==> config.mk <==
export PLATFORM = sky130hd
export DESIGN_NAME = dgcs_global_cmd_status
export DESIGN_NICKNAME = d
export VERILOG_FILES = /design/src/dgcs_pkg.sv /design/src/dgcs_global_cmd_status.sv
export SDC_FILE = /design/constraint.sdc
export NUM_CORES = 1
export LEC_CHECK = 0
export BUFFER_PORTS_ARGS = -buffer_cell sky130_fd_sc_hd__buf_2
export CORE_AREA = 2 2 100 102
export DETAILED_ROUTE_END_ITERATION = 10
export DIE_AREA = 0 0 102 104
export GPL_ROUTABILITY_DRIVEN = 0
export PLACE_DENSITY = 0.64
export SYNTH_ARGS = -nofsm -noshare
export SYNTH_HDL_FRONTEND = slang
export SYNTH_SLANG_ARGS = --single-unit
export TNS_END_PERCENT = 1
==> constraint.sdc <==
create_clock -name REF_CLK -period 3.83 [get_ports REF_CLK]
set_input_delay 0.383 -clock REF_CLK [delete_from_list [all_inputs] [get_ports REF_CLK]]
set_output_delay 0.383 -clock REF_CLK [all_outputs]
set_load 0.01 [all_outputs]
==> src/dgcs_pkg.sv <==
package dgcs_pkg;

  // Register byte offsets; the command word sits at the bottom of the map.
  localparam logic [7:0] GLOBAL_COMMAND_OFS = 8'h00;
  localparam logic [7:0] GLOBAL_STATUS_OFS  = 8'h04;
  localparam logic [7:0] GLOBAL_MODE_OFS    = 8'h08;

  // Command field positions.
  localparam int CMD_ACTION_BIT = 0;
  localparam int CMD_MASK_BIT   = 9;
  localparam int CMD_POLL_LSB   = 10;
  localparam int CMD_CFG_LSB    = 21;
  localparam int CMD_CFG_BITS   = 11;

  // Status field positions.
  localparam int STS_OK_BIT   = 0;
  localparam int STS_FAIL_BIT = 1;
  localparam int STS_CFG_BIT  = 21;
  localparam int STS_TX_LSB   = 24;
  localparam int STS_RX_LSB   = 28;

  // Mode field position, channel count and reset values.
  localparam int         MODE_CHAIN_BIT = 0;
  localparam int         NUM_CH         = 4;
  localparam logic       MASK_RST       = 1'b1;
  localparam logic [31:0] ZERO_WORD     = 32'h0000_0000;

  // One host register access.
  typedef struct packed {
    logic [7:0]  addr;
    logic [31:0] wdata;
    logic        wr;
    logic        rd;
  } dgcs_bus_t;

  // Queue and action events reported by the DMA engine, one cycle each.
  typedef struct packed {
    logic [3:0] rx_evt;
    logic [3:0] tx_evt;
    logic       cfg_evt;
    logic       ok_evt;
    logic       fail_evt;
  } dgcs_evt_t;

  // Per-channel transmit hold state.
  typedef enum logic [2:0] {
    ST_RUN   = 3'b001,
    ST_HELD  = 3'b010,
    ST_REREAD = 3'b100
  } dgcs_txst_t;

endpackage : dgcs_pkg

==> src/dgcs_global_cmd_status.sv <==
// Implementation choice: strobed register access.
`timescale 1ns/10ps
`default_nettype none

// Summary of operation
// Poll bits self-clear and act only when chain-end select is zero.
// Poll bits for channels 3..0 sit at command bits 13..10, reset zero.
// With chain-end select zero, a transmit channel stops on a set hold bit.
// Poll while held re-reads descriptor words 0 and 1.
// Hold found clear after re-read moves to next descriptor.
// Poll written while not held is discarded.
// Command bit 9 is action interrupt mask, resets to one.
// Command bit 0 self-clears and launches the action request.
// Reserved command and status bits read as zero.
// Status reports action result and which queue got vectors.
// Nine vector queues: four receive, four transmit, one config.
// Host clears status bits by writing one to them.
// Interrupt asserts while any indication bit is set.
// Interrupt deasserts only when all indication bits are clear.
// Status bits 31..28 flag new receive queue vectors, channels 3..0.
// Status bits 27..24 flag new transmit queue vectors, channels 3..0.
// Mode bit 0 selects hold-bit control at zero, address at one.
// Status bit 21 flags new configuration queue vectors.
// Status bit 1 flags action failure, bit 0 action success.
// A queue event beats a simultaneous host clear.
// Self-clearing command bits read zero one clock after the write.
module dgcs_global_cmd_status
  import dgcs_pkg::*;
(
  // Clock and reset.
  input  wire logic        REF_CLK,
  input  wire logic        RESET,
  // Register port.
  input  wire logic [7:0]  ADDR,
  input  wire logic [31:0] WDATA,
  input  wire logic        WR,
  input  wire logic        RD,
  output var  logic [31:0] RDATA,
  // Events from the DMA engine.
  input  wire logic [3:0]  RX_QUEUE_EVT,
  input  wire logic [3:0]  TX_QUEUE_EVT,
  input  wire logic        CFG_QUEUE_EVT,
  input  wire logic        ACTION_OK,
  input  wire logic        ACTION_FAIL,
  // Transmit descriptor handshake per channel.
  input  wire logic [3:0]  TX_HOLD_SEEN,
  input  wire logic [3:0]  TX_REREAD_DONE,
  input  wire logic [3:0]  TX_HOLD_BIT,
  output var  logic [3:0]  TX_REREAD_REQ,
  output var  logic [3:0]  TX_NEXT_DESC,
  output var  logic [3:0]  TX_STOPPED,
  // Action request launch.
  output var  logic        ACTION_GO,
  output var  logic [10:0] ACTION_CFG,
  output var  logic        CHAIN_END_SELECT,
  // Interrupt, active low.
  output var  logic        INTA_N
);

  dgcs_bus_t   bus;
  dgcs_evt_t   evt;
  logic [31:0] status_ff;
  logic [31:0] nxt_status;
  logic [31:0] cmd_rd;
  logic [10:0] cfg_ff;
  logic        mask_ff;
  logic        chain_ff;
  logic        go_ff;
  logic [3:0]  poll_pulse;
  logic [31:0] rdata_ff;
  logic        inta_n_ff;
  logic [31:0] ind_mask;
  logic        any_ind;

  assign bus = '{addr: ADDR, wdata: WDATA, wr: WR, rd: RD};
  assign evt = '{rx_evt: RX_QUEUE_EVT, tx_evt: TX_QUEUE_EVT,
                 cfg_evt: CFG_QUEUE_EVT, ok_evt: ACTION_OK,
                 fail_evt: ACTION_FAIL};

  // Stored command fields; poll and action bits are never stored.
  always_ff @(posedge REF_CLK)
  begin
    if (RESET)
    begin
      cfg_ff  <= '0;
      mask_ff <= MASK_RST;
    end
    else if (bus.wr && bus.addr == GLOBAL_COMMAND_OFS)
    begin
      cfg_ff  <= bus.wdata[CMD_CFG_LSB +: CMD_CFG_BITS];
      // mask write
      mask_ff <= bus.wdata[CMD_MASK_BIT];
    end
  end

  // Mode register.
  always_ff @(posedge REF_CLK)
  begin
    if (RESET)
      chain_ff <= 1'b0;
    // chain-end select
    else if (bus.wr && bus.addr == GLOBAL_MODE_OFS)
      chain_ff <= bus.wdata[MODE_CHAIN_BIT];
  end

  // action request pulse
  always_ff @(posedge REF_CLK)
  begin
    if (RESET)
      go_ff <= 1'b0;
    else
      go_ff <= bus.wr && bus.addr == GLOBAL_COMMAND_OFS
               && bus.wdata[CMD_ACTION_BIT];
  end

  // poll gated by mode
  // poll bits 13..10
  assign poll_pulse = (bus.wr && bus.addr == GLOBAL_COMMAND_OFS
                       && !chain_ff)
                      ? bus.wdata[CMD_POLL_LSB +: NUM_CH] : 4'h0;

  // One hold state machine per transmit channel.
  generate
    for (genvar c = 0; c < NUM_CH; c++)
    begin : g_tx
      dgcs_txst_t st_ff;
      dgcs_txst_t nxt_st;
      logic       reread_ff;
      logic       next_ff;

      always_comb
      begin
        nxt_st = st_ff;
        case (st_ff)
          ST_RUN:
            // stop on hold
            if (TX_HOLD_SEEN[c] && !chain_ff)
              nxt_st = ST_HELD;
          ST_HELD:
            // re-read on poll
            if (poll_pulse[c])
              nxt_st = ST_REREAD;
          ST_REREAD:
            if (TX_REREAD_DONE[c])
              // advance if clear
              nxt_st = TX_HOLD_BIT[c] ? ST_HELD : ST_RUN;
          default:
            nxt_st = ST_RUN;
        endcase
      end

      always_ff @(posedge REF_CLK)
      begin
        if (RESET)
        begin
          st_ff     <= ST_RUN;
          reread_ff <= 1'b0;
          next_ff   <= 1'b0;
        end
        else
        begin
          st_ff     <= nxt_st;
          // poll ignored unless held
          reread_ff <= (st_ff == ST_HELD) && poll_pulse[c];
          next_ff   <= (st_ff == ST_REREAD) && TX_REREAD_DONE[c]
                       && !TX_HOLD_BIT[c];
        end
      end

      assign TX_REREAD_REQ[c] = reread_ff;
      assign TX_NEXT_DESC[c]  = next_ff;
      assign TX_STOPPED[c]    = st_ff[1];

      // no reread outside held
      a_poll_ignored: assert property (@(posedge REF_CLK) disable iff (RESET)
        (poll_pulse[c] && st_ff != ST_HELD) |=> !reread_ff)
        else $error("poll acted outside held state");
      // next descriptor after clear
      a_next_desc: assert property (@(posedge REF_CLK) disable iff (RESET)
        (st_ff == ST_REREAD && TX_REREAD_DONE[c] && !TX_HOLD_BIT[c])
        |=> next_ff && st_ff == ST_RUN)
        else $error("no advance after hold cleared");
      // stop on hold seen
      a_stop_hold: assert property (@(posedge REF_CLK) disable iff (RESET)
        (st_ff == ST_RUN && TX_HOLD_SEEN[c] && !chain_ff)
        |=> TX_STOPPED[c])
        else $error("channel did not stop on hold");
    end
  endgenerate

  // Indication bits that drive the interrupt.
  assign ind_mask = {{NUM_CH{1'b1}}, {NUM_CH{1'b1}}, 2'b00, 1'b1, 19'h0_0000,
                     2'b00};

  // write one to clear, R20: set wins
  always_comb
  begin
    nxt_status = status_ff;
    if (bus.wr && bus.addr == GLOBAL_STATUS_OFS)
      nxt_status = status_ff & ~bus.wdata;
    // receive queue flags
    nxt_status[STS_RX_LSB +: NUM_CH] = nxt_status[STS_RX_LSB +: NUM_CH]
                                       | evt.rx_evt;
    // transmit queue flags
    nxt_status[STS_TX_LSB +: NUM_CH] = nxt_status[STS_TX_LSB +: NUM_CH]
                                       | evt.tx_evt;
    // config queue flag
    nxt_status[STS_CFG_BIT] = nxt_status[STS_CFG_BIT] | evt.cfg_evt;
    // action result flags
    nxt_status[STS_OK_BIT]   = nxt_status[STS_OK_BIT] | evt.ok_evt;
    nxt_status[STS_FAIL_BIT] = nxt_status[STS_FAIL_BIT] | evt.fail_evt;
  end

  // status register, R11 nine queue flags
  always_ff @(posedge REF_CLK)
  begin
    if (RESET)
      status_ff <= ZERO_WORD;
    else
      status_ff <= nxt_status;
  end

  // Action result bits raise the interrupt only when unmasked.
  assign any_ind = |(status_ff & ind_mask)
                   | (!mask_ff && |status_ff[STS_FAIL_BIT:STS_OK_BIT]);

  // assert on any queue flag or unmasked action flag, R14: release when all clear
  always_ff @(posedge REF_CLK)
  begin
    if (RESET)
      inta_n_ff <= 1'b1;
    else
      inta_n_ff <= !any_ind;
  end

  // reserved zero, R21: self-clearing bits read zero
  assign cmd_rd = {cfg_ff, 7'h00, 4'h0, mask_ff, 8'h00, 1'b0};

  // Read data appear in the cycle after the strobe only.
  always_ff @(posedge REF_CLK)
  begin
    if (RESET || !bus.rd)
      rdata_ff <= ZERO_WORD;
    else
      case (bus.addr)
        GLOBAL_COMMAND_OFS: rdata_ff <= cmd_rd;
        GLOBAL_STATUS_OFS:  rdata_ff <= status_ff;
        GLOBAL_MODE_OFS:    rdata_ff <= {31'h0000_0000, chain_ff};
        default:            rdata_ff <= ZERO_WORD;
      endcase
  end

  assign RDATA            = rdata_ff;
  assign INTA_N           = inta_n_ff;
  assign ACTION_GO        = go_ff;
  assign ACTION_CFG       = cfg_ff;
  assign CHAIN_END_SELECT = chain_ff;

  // event survives a clear
  a_set_wins: assert property (@(posedge REF_CLK) disable iff (RESET)
    evt.rx_evt[0] |=> status_ff[STS_RX_LSB])
    else $error("receive flag lost");
  // written ones clear
  a_w1c_clear: assert property (@(posedge REF_CLK) disable iff (RESET)
    (bus.wr && bus.addr == GLOBAL_STATUS_OFS && bus.wdata[STS_CFG_BIT]
     && !evt.cfg_evt) |=> !status_ff[STS_CFG_BIT])
    else $error("config flag not cleared");
  // interrupt follows flags
  a_irq_assert: assert property (@(posedge REF_CLK) disable iff (RESET)
    (|status_ff[31:24]) |=> !INTA_N)
    else $error("interrupt not raised");
  // interrupt released when clear
  a_irq_release: assert property (@(posedge REF_CLK) disable iff (RESET)
    (status_ff == ZERO_WORD) |=> INTA_N)
    else $error("interrupt held without flags");
  // action pulse one cycle
  // A second action write right behind the first legally keeps it high.
  a_action_pulse: assert property (@(posedge REF_CLK) disable iff (RESET)
    (bus.wr && bus.addr == GLOBAL_COMMAND_OFS && bus.wdata[CMD_ACTION_BIT])
    |=> ACTION_GO ##1 (!ACTION_GO
                       || $past(bus.wr && bus.addr == GLOBAL_COMMAND_OFS
                                && bus.wdata[CMD_ACTION_BIT])))
    else $error("action pulse wrong");
  // no poll in address mode
  a_poll_mode: assert property (@(posedge REF_CLK) disable iff (RESET)
    chain_ff |-> poll_pulse == 4'h0)
    else $error("poll in address mode");
  // reserved status bits zero
  a_reserved_zero: assert property (@(posedge REF_CLK) disable iff (RESET)
    status_ff[23:22] == 2'b00 && status_ff[20:2] == 19'h0_0000)
    else $error("reserved status bits set");
  // mask resets to one
  a_mask_reset: assert property (@(posedge REF_CLK)
    RESET |=> mask_ff)
    else $error("mask reset wrong");
  // clear loses to event
  a_clear_loses: assert property (@(posedge REF_CLK) disable iff (RESET)
    (bus.wr && bus.addr == GLOBAL_STATUS_OFS && evt.rx_evt[NUM_CH-1])
    |=> status_ff[STS_RX_LSB+NUM_CH-1])
    else $error("receive flag lost to clear");
  // config flag raises interrupt
  a_irq_cfg: assert property (@(posedge REF_CLK) disable iff (RESET)
    status_ff[STS_CFG_BIT] |=> !INTA_N)
    else $error("config flag did not raise interrupt");
  // failure flag sets
  a_fail_flag: assert property (@(posedge REF_CLK) disable iff (RESET)
    evt.fail_evt |=> status_ff[STS_FAIL_BIT])
    else $error("failure flag not set");

endmodule : dgcs_global_cmd_status

`default_nettype wire

==> out/metrics.csv <==
stage;metric;value;unit
final_layout;final_common_cell;buf_2;
sta;tightest_slew;0.928;ns
final_layout;fin_area;4500;µm²
synthesis;ys_seq_elements;99;
final_layout;layout_common_cells;buf_2 (124), dfxtp_1 (99), nand2_1 (40);
worst_setup_path;crit_arrival;2.44;ns
routing;drt_pass1_iterations;4;
grt;grt_start_max_net_pins;28;
synthesis;yosys-top-cells-area;dfxtp_1 (53%), a21oi_1 (5.2%), nand2_1 (4.0%);
clock_tree;cts_tree;done;
power;swShare;27.0;%
die;row_count;36;
grt;grt_antenna_before_repair;1;
clock_tree;postCtsSetupBuffers;0;
worst_setup_path;cp-start-kind;input pin;
synthesis;synth_enable_flop_cells;0;
outcome;status;finished clean;
synthesis;avgSynthCellArea;9.48;µm²
placement;numPortBuffers;124;
worst_setup_path;end_kind;flip-flop;
grt;first_global_vias;3120;
final_layout;area_growth;20.8;%
synthesis;ys_warn_count;0;
power;p_sw;515;µW
grt;grt_usage;18.1;%
synthesis;yosysTopAreaCell;dfxtp_1;
die;start_util;39.0;%
power;pwr-share-seq;57.3;%
synthesis;mappedNetlistArea;3730;µm²
synthesis;netlist_instances;393;
clock_tree;clock_latency;0.36;ns
routing;drc_errors;0;
final_layout;fin_util;47.1;%
routing;drtIter0Drc;159;
synthesis;synth_ff_type;dfxtp_1;
synthesis;ys_types;42;
worst_setup_path;crit_type;in2reg;
clock_tree;cts_root_buf;clkbuf_8;
power;clockPowerShare;32.9;%
die;die_w;102;µm
die;io_pins;125;
power;vdd_drop_max;0.159;mV
die;die_y;104;µm
clock_tree;ctsHtreeMaxLevel;3;
clock_tree;holdBufCountCts;0;
clock_tree;clockBufferDepth;2;
sta;fin_crit_sh;56.6;%
final_layout;antennaDiodeCount;0;
grt;grt-ovfl-total;0;
final_layout;final_layout_size_suffix_gt1_share;30.6;%
worst_setup_path;cp.required;4.10;ns
sta;final_hold_viol_count;0;
placement;hpwl;6.68;mm
final_layout;multiInputGateArea;1510;µm²
die;core-area;9550;µm²
final_layout;fillers;953;
sta;finalClockSkew;0.0140;ns
clock_tree;clkTransAtPathRegs;0.10;ns
routing;detail-route-antenna-nets;0;
sta;finalSetupViolCount;0;
power;internal_power;1390;µW
clock_tree;cts-buffers-inserted;9;
power;p_leak;0.00196;µW
power;fin_total_pwr;1900;µW
sta;relSlewSlack;38.1;%
routing;num_vias;3224;
power;p_per_area;423;nW/µm²
synthesis;synth_top_cell_area_share;53.2;%
placement;place_area;4320;µm²
final_layout;register_area;1980;µm²
clock_tree;cts_resized;0;
synthesis;async_flop_share;0;%
synthesis;synthesis.nets;460;
routing;drt-wirelength-per-cell;15.0;µm
grt;grt_pass1_wl;15.2;mm
worst_setup_path;max_stage_delay;0.82;ns
sta;rsz0062_at_grt;false;
final_layout;final_nets;562;
synthesis;yosysSeqAreaShare;53.2;%
routing;drt-total-wl;9.46;mm
hold_path;min_path_type;in2reg;
die;dieArea;10600;µm²
sta;layout_min_cycle_time;2.17;ns
clock_tree;clock-sinks;99;
worst_setup_path;worst_path_max_delay_cell;and2_1;
sta;fin_setup_tns;0;ns
routing;viasPerCell;5.09;
power;pwr-share-comb;9.8;%
worst_setup_path;path_cells;buf_2 -> nor4_4 -> and2_1 -> o2111ai_1 -> a221oi_1;
sta;maxSlewViolCount;0;
sta;fmax;0.461;GHz
worst_setup_path;critical_path.max_fanout;26;
job;maxCapViolCount;0;
==> path summary, 6_finish.rpt <==
check | slack [ns] | end | startpoint | cells after the start
max | 1.66 | g_tx[2].st_ff[2] | ADDR[7] | 5
min | 0.17 | status_ff[19] | WDATA[19] | 2
max reg2reg | 2.34 | g_tx[2].st_ff[2] | CHAIN_END_SELECT | 4
min reg2reg | 0.43 | status_ff[15] | status_ff[15] | 2
==> cell type report <==
class	count	share of cell area (%)
clock inverters	7	1.25
clock buffers	9	2.75
flip-flops and latches	99	44.0
inverters	7	0.584
repair buffers	126	14.1
multi-input cells	252	33.6
well taps	133	3.70
==> flip-flops by register name (all words and copies together), names as in the netlist <==
| name | flops |
|---|---|
| CHAIN_END_SELECT | 1 |
| ACTION_GO | 1 |
| g_tx.st_ff | 12 |
| INTA_N | 1 |
| status_ff | 32 |
| g_tx.next_ff | 4 |
| ACTION_CFG | 11 |
| RDATA | 32 |
| mask_ff | 1 |
| g_tx.reread_ff | 4 |
==> cells in the mapped netlist, types with 2 or more instances <==
master	n
o221a_2	3
inv_1	6
buf_2	4
nand4_1	5
nand3_1	15
nand2_1	40
o21a_1	11
nor3b_1	8
o21ba_2	3
nor4b_1	4
nor2_1	20
and3_1	8
nand2b_1	9
and2_1	20
xnor2_1	3
buf_4	17
nor3_1	5
dfxtp_1	99
a21oi_1	39
a2bb2oi_1	3
a22oi_1	15
nor4_4	2
clkbuf_1	13
o21ai_0	6
a21boi_0	11
nor2b_1	6
o221ai_1	3
==> layer usage <==
metal / part of all wire [%] / track usage [%]
met3: 6.9 / 4.50
met4: 2.1 / 7.90
met1: 45 / 23.9
met2: 46 / 27.7
met5: 0.14 / 0
==> through the flow <==
| stage | worst slack, ns | hold slack, ns | instances |
|---|---|---|---|
| floorplan | 2.24 | 0.407 | 393 |
| global placement | 1.35 | 0.414 | 617 |
| detailed placement | 1.27 | 0.418 | 617 |
| CTS | 1.65 | 0.156 | 633 |
| global route | 1.48 | 0.156 | 633 |
| finish | 1.66 | 0.172 | 633 |
==> kinds of logic (layout without fill, tap and decap cells) <==
family	count (synthesis)	after routing	share of synthesized area, %
and+or+nand+nor	149	149	21.9
DFF	99	99	53.2
xor gates and xnor gates	3	3	0.705
AOI/OAI and AO/OA	100	100	18.0
buffers and inverters	42	149	6.28
==> power groups by stage <==
stage / Sequential, µW / Clock (µW) / Combinational [µW]
finish: 1090 / 626 / 186
global route: 1100 / 696 / 205
CTS: 1090 / 649 / 186
detailed placement: 1120 / 0 / 186
global placement: 1110 / 0 / 179
floorplan: 1100 / 0 / 131
==> critical path, delay by kind of cell <==
family          cells  cell delay, ns
simple gates        2            1.37
buf+inv             1            0.11
compound gates      2            0.56
No activity file was read; power rests on OpenSTA's default activity.
